===== src/rtl/ilp_pkg.sv =====
// Constants shared by the interrupt level, priority and mask controller.
package ilp_pkg;

  // ----------------------------------------------------------------
  // Sources and register indices (byte address is four times index)
  // ----------------------------------------------------------------
  localparam int NSRC = 16;
  localparam int NCTL = 15;
  localparam int EXT_LAST = 7;
  localparam int WD_ID = 8;
  localparam int TMR1_ID = 9;
  localparam int I2C_ID = 11;
  localparam int ADDR_W = 10;
  localparam logic [7:0] CTL_IDX_BASE = 8'h14;
  localparam logic [7:0] MASK_IDX = 8'h36;
  localparam logic [7:0] PEND_IDX = 8'h3A;
  localparam logic [7:0] WDVEC_IDX = 8'h42;
  localparam logic [7:0] STAT_IDX = 8'h50;
  localparam logic [7:0] CLR_IDX = 8'h51;
  localparam logic [7:0] EN_IDX = 8'h52;

  // ----------------------------------------------------------------
  // Control register fields
  // ----------------------------------------------------------------
  localparam int AUTOVEC_BIT = 7;
  localparam int LVL_HI = 4;
  localparam int LVL_LO = 2;
  localparam int PRI_HI = 1;
  localparam int PRI_LO = 0;

  // ----------------------------------------------------------------
  // Reset values and writable bits per source (entry 0 unused)
  // ----------------------------------------------------------------
  localparam logic [7:0] CTL_RST [NSRC] = '{8'h00, 8'h04, 8'h08, 8'h0C, 8'h10, 8'h14,
    8'h18, 8'h1C, 8'h1C, 8'h80, 8'h80, 8'h80, 8'h00, 8'h00, 8'h00, 8'h00};
  localparam logic [7:0] CTL_WMASK [NSRC] = '{8'h00, 8'h83, 8'h83, 8'h83, 8'h83, 8'h83,
    8'h83, 8'h83, 8'h03, 8'h1F, 8'h1F, 8'h1F, 8'h9F, 8'h9F, 8'h9F, 8'h9F};
  localparam logic [15:0] MASK_RST = 16'h3FFE;
  localparam logic [15:0] MASK_USED = 16'hFFFE;
  localparam logic [7:0] WDVEC_RST = 8'h0F;
  localparam logic [7:0] AUTOVEC_BASE = 8'h18;

endpackage : ilp_pkg


===== src/rtl/ilp_arb_if.sv =====
// Carrier between the register side and the priority resolver.
interface ilp_arb_if;
  logic [15:0] req;
  logic [2:0] lvl [16];
  logic [1:0] pri [16];
  logic [2:0] top_lvl;
  logic [3:0] win_id;
  logic win_vld;
  modport arb (input req, input lvl, input pri, output top_lvl, output win_id, output win_vld);
  modport ctl (output req, output lvl, output pri, input top_lvl, input win_id, input win_vld);
endinterface : ilp_arb_if


===== src/rtl/ilp_arbiter.sv =====
// Priority resolver: picks the highest level, then highest priority.
module ilp_arbiter (
  ilp_arb_if.arb bus
);

  // ----------------------------------------------------------------
  // Ranking keys
  // ----------------------------------------------------------------
  logic [4:0] key [16];

  // Level above priority in one key; level zero never competes
  for (genvar g = 0; g < 16; g++) begin : g_key
    assign key[g] = (bus.req[g] && bus.lvl[g] != 3'h0) ? {bus.lvl[g], bus.pri[g]} : 5'h00;
  end

  // Strict compare: on a duplicate pair the lower index wins
  always_comb begin
    logic [4:0] best;
    logic [3:0] id;
    best = 5'h00;
    id = 4'h0;
    for (int i = 1; i < 16; i++) begin
      if (key[i] > best) begin
        best = key[i];
        id = 4'(i);
      end
    end
    bus.top_lvl = best[4:2];
    bus.win_id = id;
    bus.win_vld = (best != 5'h00);
  end

endmodule // ilp_arbiter


===== src/rtl/ilp_ctrl.sv =====
// Interrupt level, priority and mask controller with APB register access.
//
// Added by the designer: the register addresses and register access over APB.
module ilp_ctrl (
  input wire logic i_clk,
  input wire logic i_rst,
  input wire logic i_psel,
  input wire logic i_penable,
  input wire logic i_pwrite,
  input wire logic [ilp_pkg::ADDR_W-1:0] i_paddr,
  input wire logic [31:0] i_pwdata,
  output logic [31:0] o_prdata,
  output logic o_pready,
  output logic o_pslverr,
  input wire logic [6:0] i_ext_irq,
  input wire logic [7:0] i_per_irq,
  input wire logic i_iack_req,
  input wire logic [2:0] i_iack_lvl,
  output logic [2:0] o_ipl,
  output logic o_iack_ack,
  output logic o_iack_autovec,
  output logic [7:0] o_iack_vector,
  output logic [3:0] o_iack_src,
  output logic o_irq
);

  // ----------------------------------------------------------------
  // Declarations
  // ----------------------------------------------------------------
  ilp_arb_if arb_bus ();
  logic [6:0] ext_s1_r;
  logic [6:0] ext_s2_r;
  logic [15:0] raw;
  logic [15:0] pend_r;
  logic [15:0] mask_r;
  logic [7:0] ctl_r [16];
  logic [7:0] ctl_rd [16];
  logic [7:0] wdvec_r;
  logic [15:0] stat_r;
  logic [15:0] en_r;
  logic [15:0] ev;
  logic [7:0] idx;
  logic [7:0] ctl_off;
  logic ctl_hit;
  logic mapped;
  logic wr_en;
  logic rd_setup;
  logic [31:0] rd_nxt;
  logic [31:0] prdata_r;
  logic [2:0] ipl_r;
  logic ack_r;
  logic autovec_r;
  logic [7:0] vec_r;
  logic [3:0] src_r;
  logic [2:0] ack_lvl_r;
  logic [7:0] win_ctl;
  logic win_ok;

  // ----------------------------------------------------------------
  // Pin synchronisers and raw requests
  // ----------------------------------------------------------------
  // Externals come from pins; internal peripherals share our clock
  always_ff @(posedge i_clk or posedge i_rst) begin
    if (i_rst) begin
      ext_s1_r <= 7'h00;
      ext_s2_r <= 7'h00;
    end else begin
      ext_s1_r <= i_ext_irq;
      ext_s2_r <= ext_s1_r;
    end
  end

  // Externals are single requests each; encoded level inputs are not modelled
  assign raw = {i_per_irq, ext_s2_r, 1'b0};

  // ----------------------------------------------------------------
  // Pending flags
  // ----------------------------------------------------------------
  // Set the cycle after a request, drop with it; mask plays no part
  always_ff @(posedge i_clk or posedge i_rst) begin
    if (i_rst) begin
      pend_r <= 16'h0000;
    end else begin
      pend_r <= raw;
    end
  end

  // ----------------------------------------------------------------
  // APB decode
  // ----------------------------------------------------------------
  assign idx = i_paddr[ilp_pkg::ADDR_W-1:2];
  assign ctl_off = idx - ilp_pkg::CTL_IDX_BASE;
  assign ctl_hit = (idx >= ilp_pkg::CTL_IDX_BASE) && (ctl_off < 8'(ilp_pkg::NCTL));
  assign mapped = ctl_hit || idx == ilp_pkg::MASK_IDX || idx == ilp_pkg::PEND_IDX ||
                  idx == ilp_pkg::WDVEC_IDX || idx == ilp_pkg::STAT_IDX ||
                  idx == ilp_pkg::CLR_IDX || idx == ilp_pkg::EN_IDX;
  assign wr_en = i_psel && i_penable && i_pwrite && mapped;
  assign rd_setup = i_psel && !i_penable;
  assign o_pready = 1'b1;
  assign o_pslverr = i_psel && i_penable && !mapped;
  assign o_prdata = prdata_r;

  // ----------------------------------------------------------------
  // Per-source control registers
  // ----------------------------------------------------------------
  // Only writable bits are stored; fixed bits come back from reset pattern
  for (genvar g = 0; g < 16; g++) begin : g_ctl
    always_ff @(posedge i_clk or posedge i_rst) begin
      if (i_rst) begin
        ctl_r[g] <= ilp_pkg::CTL_RST[g] & ilp_pkg::CTL_WMASK[g];
      end else if (wr_en && ctl_hit && ctl_off == 8'(g - 1)) begin
        ctl_r[g] <= i_pwdata[7:0] & ilp_pkg::CTL_WMASK[g];
      end
    end
    // Reserved levels and autovector bits read their fixed values
    assign ctl_rd[g] = (ctl_r[g] & ilp_pkg::CTL_WMASK[g]) |
                       (ilp_pkg::CTL_RST[g] & ~ilp_pkg::CTL_WMASK[g]);
    assign arb_bus.lvl[g] = ctl_rd[g][ilp_pkg::LVL_HI:ilp_pkg::LVL_LO];
    assign arb_bus.pri[g] = ctl_rd[g][ilp_pkg::PRI_HI:ilp_pkg::PRI_LO];
  end

  // ----------------------------------------------------------------
  // Mask and watchdog vector registers
  // ----------------------------------------------------------------
  // Mask resets blocking sources 1 to 13 but not 14 and 15; no ordering against control writes is enforced
  always_ff @(posedge i_clk or posedge i_rst) begin
    if (i_rst) begin
      mask_r <= ilp_pkg::MASK_RST;
    end else if (wr_en && idx == ilp_pkg::MASK_IDX) begin
      mask_r <= i_pwdata[15:0] & ilp_pkg::MASK_USED;
    end
  end

  // Vector handed back when the watchdog is acknowledged
  always_ff @(posedge i_clk or posedge i_rst) begin
    if (i_rst) begin
      wdvec_r <= ilp_pkg::WDVEC_RST;
    end else if (wr_en && idx == ilp_pkg::WDVEC_IDX) begin
      wdvec_r <= i_pwdata[7:0];
    end
  end

  // ----------------------------------------------------------------
  // Event status, clear and enable
  // ----------------------------------------------------------------
  // New pending edges are events; a set in the clear cycle survives
  assign ev = raw & ~pend_r;

  always_ff @(posedge i_clk or posedge i_rst) begin
    if (i_rst) begin
      stat_r <= 16'h0000;
    end else if (wr_en && idx == ilp_pkg::CLR_IDX) begin
      stat_r <= (stat_r & ~i_pwdata[15:0]) | ev;
    end else begin
      stat_r <= stat_r | ev;
    end
  end

  always_ff @(posedge i_clk or posedge i_rst) begin
    if (i_rst) begin
      en_r <= 16'h0000;
    end else if (wr_en && idx == ilp_pkg::EN_IDX) begin
      en_r <= i_pwdata[15:0] & ilp_pkg::MASK_USED;
    end
  end

  assign o_irq = |(stat_r & en_r);

  // ----------------------------------------------------------------
  // Read data
  // ----------------------------------------------------------------
  // Captured in setup so the access phase can finish without wait
  always_comb begin
    rd_nxt = 32'h0000_0000;
    if (ctl_hit) begin
      rd_nxt[7:0] = ctl_rd[ctl_off[3:0] + 4'h1];
    end else if (idx == ilp_pkg::MASK_IDX) begin
      rd_nxt[15:0] = mask_r;
    end else if (idx == ilp_pkg::PEND_IDX) begin
      rd_nxt[15:0] = pend_r;
    end else if (idx == ilp_pkg::WDVEC_IDX) begin
      rd_nxt[7:0] = wdvec_r;
    end else if (idx == ilp_pkg::STAT_IDX) begin
      rd_nxt[15:0] = stat_r;
    end else if (idx == ilp_pkg::EN_IDX) begin
      rd_nxt[15:0] = en_r;
    end
  end

  always_ff @(posedge i_clk or posedge i_rst) begin
    if (i_rst) begin
      prdata_r <= 32'h0000_0000;
    end else if (rd_setup) begin
      prdata_r <= rd_nxt;
    end
  end

  // ----------------------------------------------------------------
  // Priority resolution toward the core
  // ----------------------------------------------------------------
  assign arb_bus.req = pend_r & ~mask_r;

  ilp_arbiter u_arb (
    .bus (arb_bus.arb)
  );

  always_ff @(posedge i_clk or posedge i_rst) begin
    if (i_rst) begin
      ipl_r <= 3'h0;
    end else begin
      ipl_r <= arb_bus.top_lvl;
    end
  end

  assign o_ipl = ipl_r;

  // ----------------------------------------------------------------
  // Interrupt acknowledge
  // ----------------------------------------------------------------
  // A level with no winner gets the level-zero autovector as spurious
  assign win_ctl = ctl_rd[arb_bus.win_id];
  assign win_ok = arb_bus.win_vld && arb_bus.top_lvl == i_iack_lvl;

  always_ff @(posedge i_clk or posedge i_rst) begin
    if (i_rst) begin
      ack_r <= 1'b0;
      autovec_r <= 1'b0;
      vec_r <= 8'h00;
      src_r <= 4'h0;
      ack_lvl_r <= 3'h0;
    end else begin
      ack_r <= i_iack_req;
      if (i_iack_req && !win_ok) begin
        autovec_r <= 1'b1;
        vec_r <= ilp_pkg::AUTOVEC_BASE;
        src_r <= 4'h0;
        ack_lvl_r <= 3'h0;
      end else if (i_iack_req) begin
        src_r <= arb_bus.win_id;
        ack_lvl_r <= arb_bus.top_lvl;
        autovec_r <= win_ctl[ilp_pkg::AUTOVEC_BIT];
        if (arb_bus.win_id == 4'(ilp_pkg::WD_ID)) begin
          vec_r <= wdvec_r;
        end else if (win_ctl[ilp_pkg::AUTOVEC_BIT]) begin
          vec_r <= ilp_pkg::AUTOVEC_BASE + {5'h00, arb_bus.top_lvl};
        end else begin
          vec_r <= 8'h00;
        end
      end
    end
  end

  assign o_iack_ack = ack_r;
  assign o_iack_autovec = autovec_r;
  assign o_iack_vector = vec_r;
  assign o_iack_src = src_r;

  // ----------------------------------------------------------------
  // Checks
  // ----------------------------------------------------------------
  autovec_num_a: assert property (@(posedge i_clk) disable iff (i_rst)
    o_iack_ack && o_iack_autovec |-> o_iack_vector == ilp_pkg::AUTOVEC_BASE + {5'h00, ack_lvl_r})
    else $error("autovector number is not level plus 24");

  src_vector_a: assert property (@(posedge i_clk) disable iff (i_rst)
    o_iack_ack && !o_iack_autovec && o_iack_src != 4'(ilp_pkg::WD_ID) |-> o_iack_vector == 8'h00)
    else $error("block drove a vector the source should supply");

  wd_vector_a: assert property (@(posedge i_clk) disable iff (i_rst)
    o_iack_ack && o_iack_src == 4'(ilp_pkg::WD_ID) |-> !o_iack_autovec && o_iack_vector == wdvec_r)
    else $error("watchdog acknowledge did not return its vector");

  fixed_autovec_a: assert property (@(posedge i_clk) disable iff (i_rst)
    o_iack_ack && o_iack_src >= 4'(ilp_pkg::TMR1_ID) && o_iack_src <= 4'(ilp_pkg::I2C_ID)
    |-> o_iack_autovec)
    else $error("timer or i2c acknowledge without autovector");

  ack_timing_a: assert property (@(posedge i_clk) disable iff (i_rst)
    i_iack_req |=> o_iack_ack ##1 !$past(i_iack_req) || o_iack_ack)
    else $error("acknowledge answer not one cycle after request");

  masked_quiet_a: assert property (@(posedge i_clk) disable iff (i_rst)
    (pend_r & ~mask_r) == 16'h0000 |=> o_ipl == 3'h0)
    else $error("core request raised with every pending source masked");

  pend_masked_a: assert property (@(posedge i_clk) disable iff (i_rst)
    raw[ilp_pkg::WD_ID] && mask_r[ilp_pkg::WD_ID] |=> pend_r[ilp_pkg::WD_ID])
    else $error("masked source failed to show pending");

  pend_ro_a: assert property (@(posedge i_clk) disable iff (i_rst)
    wr_en && idx == ilp_pkg::PEND_IDX && raw == pend_r |=> pend_r == $past(pend_r))
    else $error("pending flags changed by a write");

  ctl_write_a: assert property (@(posedge i_clk) disable iff (i_rst)
    wr_en && ctl_hit && ctl_off == 8'h0B
    |=> ctl_rd[12] == ($past(i_pwdata[7:0]) & ilp_pkg::CTL_WMASK[12]))
    else $error("serial control register did not take the write");

  set_wins_a: assert property (@(posedge i_clk) disable iff (i_rst)
    wr_en && idx == ilp_pkg::CLR_IDX && ev != 16'h0000 |=> (stat_r & $past(ev)) == $past(ev))
    else $error("event lost in the cycle its status was cleared");

  // Every live request is covered by the level shown to the core
  for (genvar g = 1; g < ilp_pkg::NSRC; g++) begin : g_lvl_chk
    ipl_floor_a: assert property (@(posedge i_clk) disable iff (i_rst)
      arb_bus.req[g] |=> o_ipl >= $past(arb_bus.lvl[g]))
      else $error("core level below a live request");
  end

  // Reserved level bits hold each external at its own level
  for (genvar g = 1; g <= ilp_pkg::EXT_LAST; g++) begin : g_ext_chk
    ext_level_a: assert property (@(posedge i_clk) disable iff (i_rst)
      arb_bus.lvl[g] == 3'(g))
      else $error("external source left its fixed level");
  end

  // Watchdog keeps level seven and never autovectors
  wd_fixed_a: assert property (@(posedge i_clk) disable iff (i_rst)
    arb_bus.lvl[ilp_pkg::WD_ID] == 3'h7 && !ctl_rd[ilp_pkg::WD_ID][ilp_pkg::AUTOVEC_BIT])
    else $error("watchdog level or autovector bit not fixed");

  // Timer and i2c autovector bits can never be cleared
  for (genvar g = ilp_pkg::TMR1_ID; g <= ilp_pkg::I2C_ID; g++) begin : g_tmr_chk
    timer_fixed_a: assert property (@(posedge i_clk) disable iff (i_rst)
      ctl_rd[g][ilp_pkg::AUTOVEC_BIT])
      else $error("timer or i2c autovector bit cleared");
  end

  // Bit zero has no source behind it
  unused_bit_a: assert property (@(posedge i_clk) disable iff (i_rst)
    !mask_r[0] && !pend_r[0] && !stat_r[0])
    else $error("bit zero of mask, pending or status came alive");

  // An acknowledge nobody can claim gets the level-zero autovector
  spurious_ack_a: assert property (@(posedge i_clk) disable iff (i_rst)
    i_iack_req && (!arb_bus.win_vld || arb_bus.top_lvl != i_iack_lvl)
    |=> o_iack_src == 4'h0 && o_iack_autovec && o_iack_vector == ilp_pkg::AUTOVEC_BASE)
    else $error("unmatched acknowledge not answered as spurious");

  // Pending tracks the request one cycle late whatever the mask says
  pend_follow_a: assert property (@(posedge i_clk) disable iff (i_rst)
    1'b1 |=> pend_r == $past(raw))
    else $error("pending flags do not follow the requests");

  // Mask takes every writable bit of a write
  mask_write_a: assert property (@(posedge i_clk) disable iff (i_rst)
    wr_en && idx == ilp_pkg::MASK_IDX
    |=> mask_r == ($past(i_pwdata[15:0]) & ilp_pkg::MASK_USED))
    else $error("mask register did not take the write");

endmodule // ilp_ctrl


===== config.mk =====
export PLATFORM = sky130hd
export DESIGN_NAME = ilp_ctrl
export DESIGN_NICKNAME = d
export VERILOG_FILES = /design/src/rtl/ilp_pkg.sv /design/src/rtl/ilp_arb_if.sv /design/src/rtl/ilp_arbiter.sv /design/src/rtl/ilp_ctrl.sv
export SDC_FILE = /design/constraint.sdc
export NUM_CORES = 1
export LEC_CHECK = 0
export ABC_AREA = 1
export BUFFER_PORTS_ARGS = -buffer_cell sky130_fd_sc_hd__buf_2
export CORE_MARGIN = 1.5
export CORE_UTILIZATION = 50
export DETAILED_ROUTE_END_ITERATION = 16
export PLACE_DENSITY = 0.67
export SYNTH_ARGS = -nofsm -noshare
export SYNTH_HDL_FRONTEND = slang
export SYNTH_SLANG_ARGS = --single-unit

===== constraint.sdc =====
create_clock -name i_clk -period 44.7 [get_ports i_clk]
set_input_delay 6.705 -clock i_clk [delete_from_list [all_inputs] [get_ports i_clk]]
set_output_delay 6.705 -clock i_clk [all_outputs]
set_load 0.1 [all_outputs]

==> results_tabular.tex <==
\begin{tabular}{lr}
\hline
Metric & Value \\
\hline
\multicolumn{2}{l}{\textbf{Cells and area}} \\
\quad Fraction of layout instances using a drive strength above 1 & 0.125 \\
\quad Non-filler cells, final & 1,879 \\
\quad Number of nets in the layout & 1,723 \\
\quad Area growth syn-to-layout & 10.5\% \\
\quad Layout fillers & 2,087 \\
\quad Count of antenna diodes in the layout & 0 \\
\quad Area of combinational cells with multiple inputs & 5820 sq um \\
\quad Sequential cell area & 4480 sq um \\
\multicolumn{2}{l}{\textbf{Routing}} \\
\quad Met2 Wirelength & 14,300 um \\
\quad Vias post-DR & 10,200 \\
\quad First DRT Iteration DRCs & 694 \\
\quad Remaining antenna violation count & 0 \\
\quad Initial DRT Pass Iterations & 11 \\
\quad Remaining DRCs & 2 \\
\quad Routed len/inst & 16.2 um \\
\quad Total detailed-routing wirelength & 30,400 um \\
\quad Metal3 WL & 1540 um \\
\quad Top layer used by detailed routing & met4 \\
\quad Avg Vias per Cell & 5.42 \\
\quad Metal-1 WL & 13,700 um \\
\multicolumn{2}{l}{\textbf{Synth}} \\
\quad Primary flip-flop cell chosen by synthesis mapping & dfrtp\_1 \\
\quad Share of synthesized flip-flops with an asynchronous set or reset & 1.00 \\
\quad Number of storage elements in the synthesis netlist & 178 \\
\quad Commonest cells in the synthesized netlist & nand2\_1 (388), o21ai\_0 (206), inv\_1 (191) \\
\quad Seq/Total Area, Yosys & 0.397 \\
\quad Number of synthesized flops with an enable pin & 0 \\
\quad Yosys warning count & 0 \\
\quad Top-area cell type share of the netlist area & 0.357 \\
\quad Library cells used by synthesis & 50 \\
\quad Netlist Area Pre-Place & 11,300 sq um \\
\quad Post-Syn Instances & 1,522 \\
\quad Library cell with the highest instance count after synthesis & nand2\_1 \\
\quad Library cell occupying the most area in the post-synthesis netlist & dfrtp\_1 \\
\quad Average cell area after synthesis & 7.41 sq um \\
\quad Biggest area contributors in the synthesized netlist & dfrtp\_1 (36\%), nand2\_1 (13\%), o21ai\_0 (9.1\%) \\
\multicolumn{2}{l}{\textbf{Timing}} \\
\quad RSZ-0062 raised after global routing & no \\
\quad Achievable clock frequency & 49.0 MHz \\
\quad Time the final worst path needs with I/O delays and setup & 20.42 ns \\
\quad Final setup violation count & 0 \\
\quad Least-Margin Pin Slew & 1.16 ns \\
\quad Clk\_skew & 0.0146 ns \\
\quad Final worst path period share & 0.457 \\
\quad Worst setup slack after layout & 24.28 ns \\
\quad Final setup TNS & 0 ns \\
\quad Number of hold-slack violations in the final timing report & 0 \\
\quad Final Slew Violations & 0 \\
\quad Slew HR & 0.223 \\
\multicolumn{2}{l}{\textbf{Setup path}} \\
\quad Cell count along the critical path & 130 \\
\quad Critical register-to-register path endpoint & o\_iack\_vector[3] \\
\quad Count of cells along the worst register-to-register path & 130 \\
\quad Worst-path maximum fanout & 7 \\
\quad Register-to-register path setup slack & 24.28 ns \\
\quad Buffers \& Inverters on Critical Path & 26 \\
\quad Critical path type & reg2reg \\
\quad Arrival time of data at the critical path endpoint & 20.76 ns \\
\quad Sort of element at the start of the critical path & flop \\
\quad Startpoint of the worst-slack reg-to-reg timing path & mask\_r[2] \\
\quad Most used cell, CP & nand2\_1 \\
\quad Largest delay share family, worst path & simple AND/OR/NAND/NOR gates \\
\quad Max incr delay on CP & 0.71 ns \\
\quad Required time of the critical path & 45.04 ns \\
\quad Slowest cell on the critical path & a2111oi\_0 \\
\quad Endpoint kind of the worst setup timing path & flop \\
\multicolumn{2}{l}{\textbf{Floorplan}} \\
\quad Effective utilization at floorplan & 0.513 \\
\quad Standard cell core area & 22,000 sq um \\
\quad Die X & 153 um \\
\quad Placement Rows & 54 \\
\quad Area of the die & 23,500 sq um \\
\quad Height of the chip & 153 um \\
\quad \# IOs & 118 \\
\multicolumn{2}{l}{\textbf{Clocking}} \\
\quad Number of clock buffers inserted by TritonCTS & 17 \\
\quad Bufs on Longest Clock Path & 2 \\
\quad Root buf cell & clkbuf\_16 \\
\quad Post-cts repair resize count & 0 \\
\quad Number of buffers inserted by post-CTS setup repair & 0 \\
\quad Clk Latency, worst-skew pair & 0.45 ns \\
\quad H-Tree Level Count & 4 \\
\quad Register clock-pin slew on the reported worst setup and hold paths & 0.08 ns \\
\quad CTS tree & built \\
\quad Sink Count & 178 \\
\quad CTS Hold Buffers Added & 0 \\
\multicolumn{2}{l}{\textbf{Placement}} \\
\quad Placed cell count & 1,847 \\
\quad Worst-case setup slack after placement & 24.41 ns \\
\quad Gpl congestion & 0.912 \\
\quad Quantity of I/O buffers inserted on ports & 82 \\
\quad Total half-perimeter wirelength after legalization and detailed placement & 22,800 um \\
\multicolumn{2}{l}{\textbf{Min path}} \\
\quad Launch instance of the worst min-delay path & ext\_s1\_r[0] \\
\quad Cells on Worst Hold Path & 0 \\
\quad Hold Path Class & reg2reg \\
\quad End point of the most critical hold path & ext\_s2\_r[0] \\
\multicolumn{2}{l}{\textbf{Global route}} \\
\quad Remaining global-route overflow & 0 \\
\quad Vias in the first global route & 9,774 \\
\quad Antenna violations before repair & 0 \\
\quad Largest net degree at the start of global routing & 98 \\
\quad Wire length of the first global-routing pass & 49,500 um \\
\quad Global-route total usage across every layer & 0.268 \\
\multicolumn{2}{l}{\textbf{Flow run}} \\
\quad Max-cap violations & 0 \\
\multicolumn{2}{l}{\textbf{Run status}} \\
\quad Run status & complete, but fails checks \\
\quad Violations in the final reports & DRC \\
\hline
\end{tabular}
per-layer routing:
metal  global-route usage  up-vias
met3               0.0346       56
met1                0.360     4750
met5                    0        -
li1                     -     5080
met4               0.0999        0
met2                0.445      306
cell type report:
type | instances | area share
tap | 280 | 0.0281
clock inverter | 15 | 0.0154
clock buffer | 17 | 0.0341
timing repair buffer | 86 | 0.0353
multi-input combinational | 1102 | 0.467
inverter | 201 | 0.0610
sequential | 178 | 0.359
worst max-delay path by stage:
stage                         start          endpoint  slack (ns)
after global placement    mask_r[2]  o_iack_vector[4]       24.57
after global routing      mask_r[2]  o_iack_vector[1]       21.59
after detailed placement  mask_r[2]  o_iack_vector[3]       24.41
after floorplan           mask_r[2]  o_iack_vector[0]       27.32
final                     mask_r[2]  o_iack_vector[3]       24.28
after CTS                 mask_r[2]  o_iack_vector[3]       24.30
stage by stage:
step | utilization | hold slack, ns | area [sq um]
after floorplan | - | 0.331 | 11300
after CTS | 0.567 | 0.353 | 12500
after detailed placement | 0.539 | 0.335 | 11800
final | 0.567 | 0.350 | 12500
after global routing | 0.567 | 0.358 | 12500
after global placement | 0.539 | 0.331 | 11800
logic make-up (layout without fill, tap and decap cells):
family,count (synthesis),count (layout),share of synthesized area
AOI/OAI and AO/OA,320,320,0.157
xor gates and xnor gates,3,3,0.00233
adders and majority gates,71,71,0.0788
buffers and inverters,257,319,0.0919
DFF,178,178,0.397
other,2,17,0.000666
and+or+nand+nor,691,691,0.272
cell usage in the layout, fill, tap and decap left out, drive strengths merged, types with 12 or more instances in the layout:
cell	instances
a21oi	58
buf	86
nand3	109
nand2	402
nand4	19
o21ai	210
nor2	122
and2	14
dfstp	17
ha	71
conb	17
clkbuf	17
clkinv	14
inv	202
a31oi	12
dfrtp	161
registers in the layout, summed over array words and instances, names as in the netlist:
| signal | cells |
|---|---|
| stat_r | 16 |
| arb_bus.lvl | 21 |
| arb_bus.pri | 30 |
| ctl_r | 11 |
| o_iack_vector | 8 |
| ext_s1_r | 7 |
| o_iack_autovec | 1 |
| en_r | 15 |
| o_iack_ack | 1 |
| pend_r | 15 |
| o_prdata | 16 |
| ext_s2_r | 7 |
| wdvec_r | 8 |
| o_iack_src | 4 |
| o_ipl | 3 |
| mask_r | 15 |
Power is not shown: default switching activity piles up to over one toggle a cycle in this logic, so the estimate is an artifact.
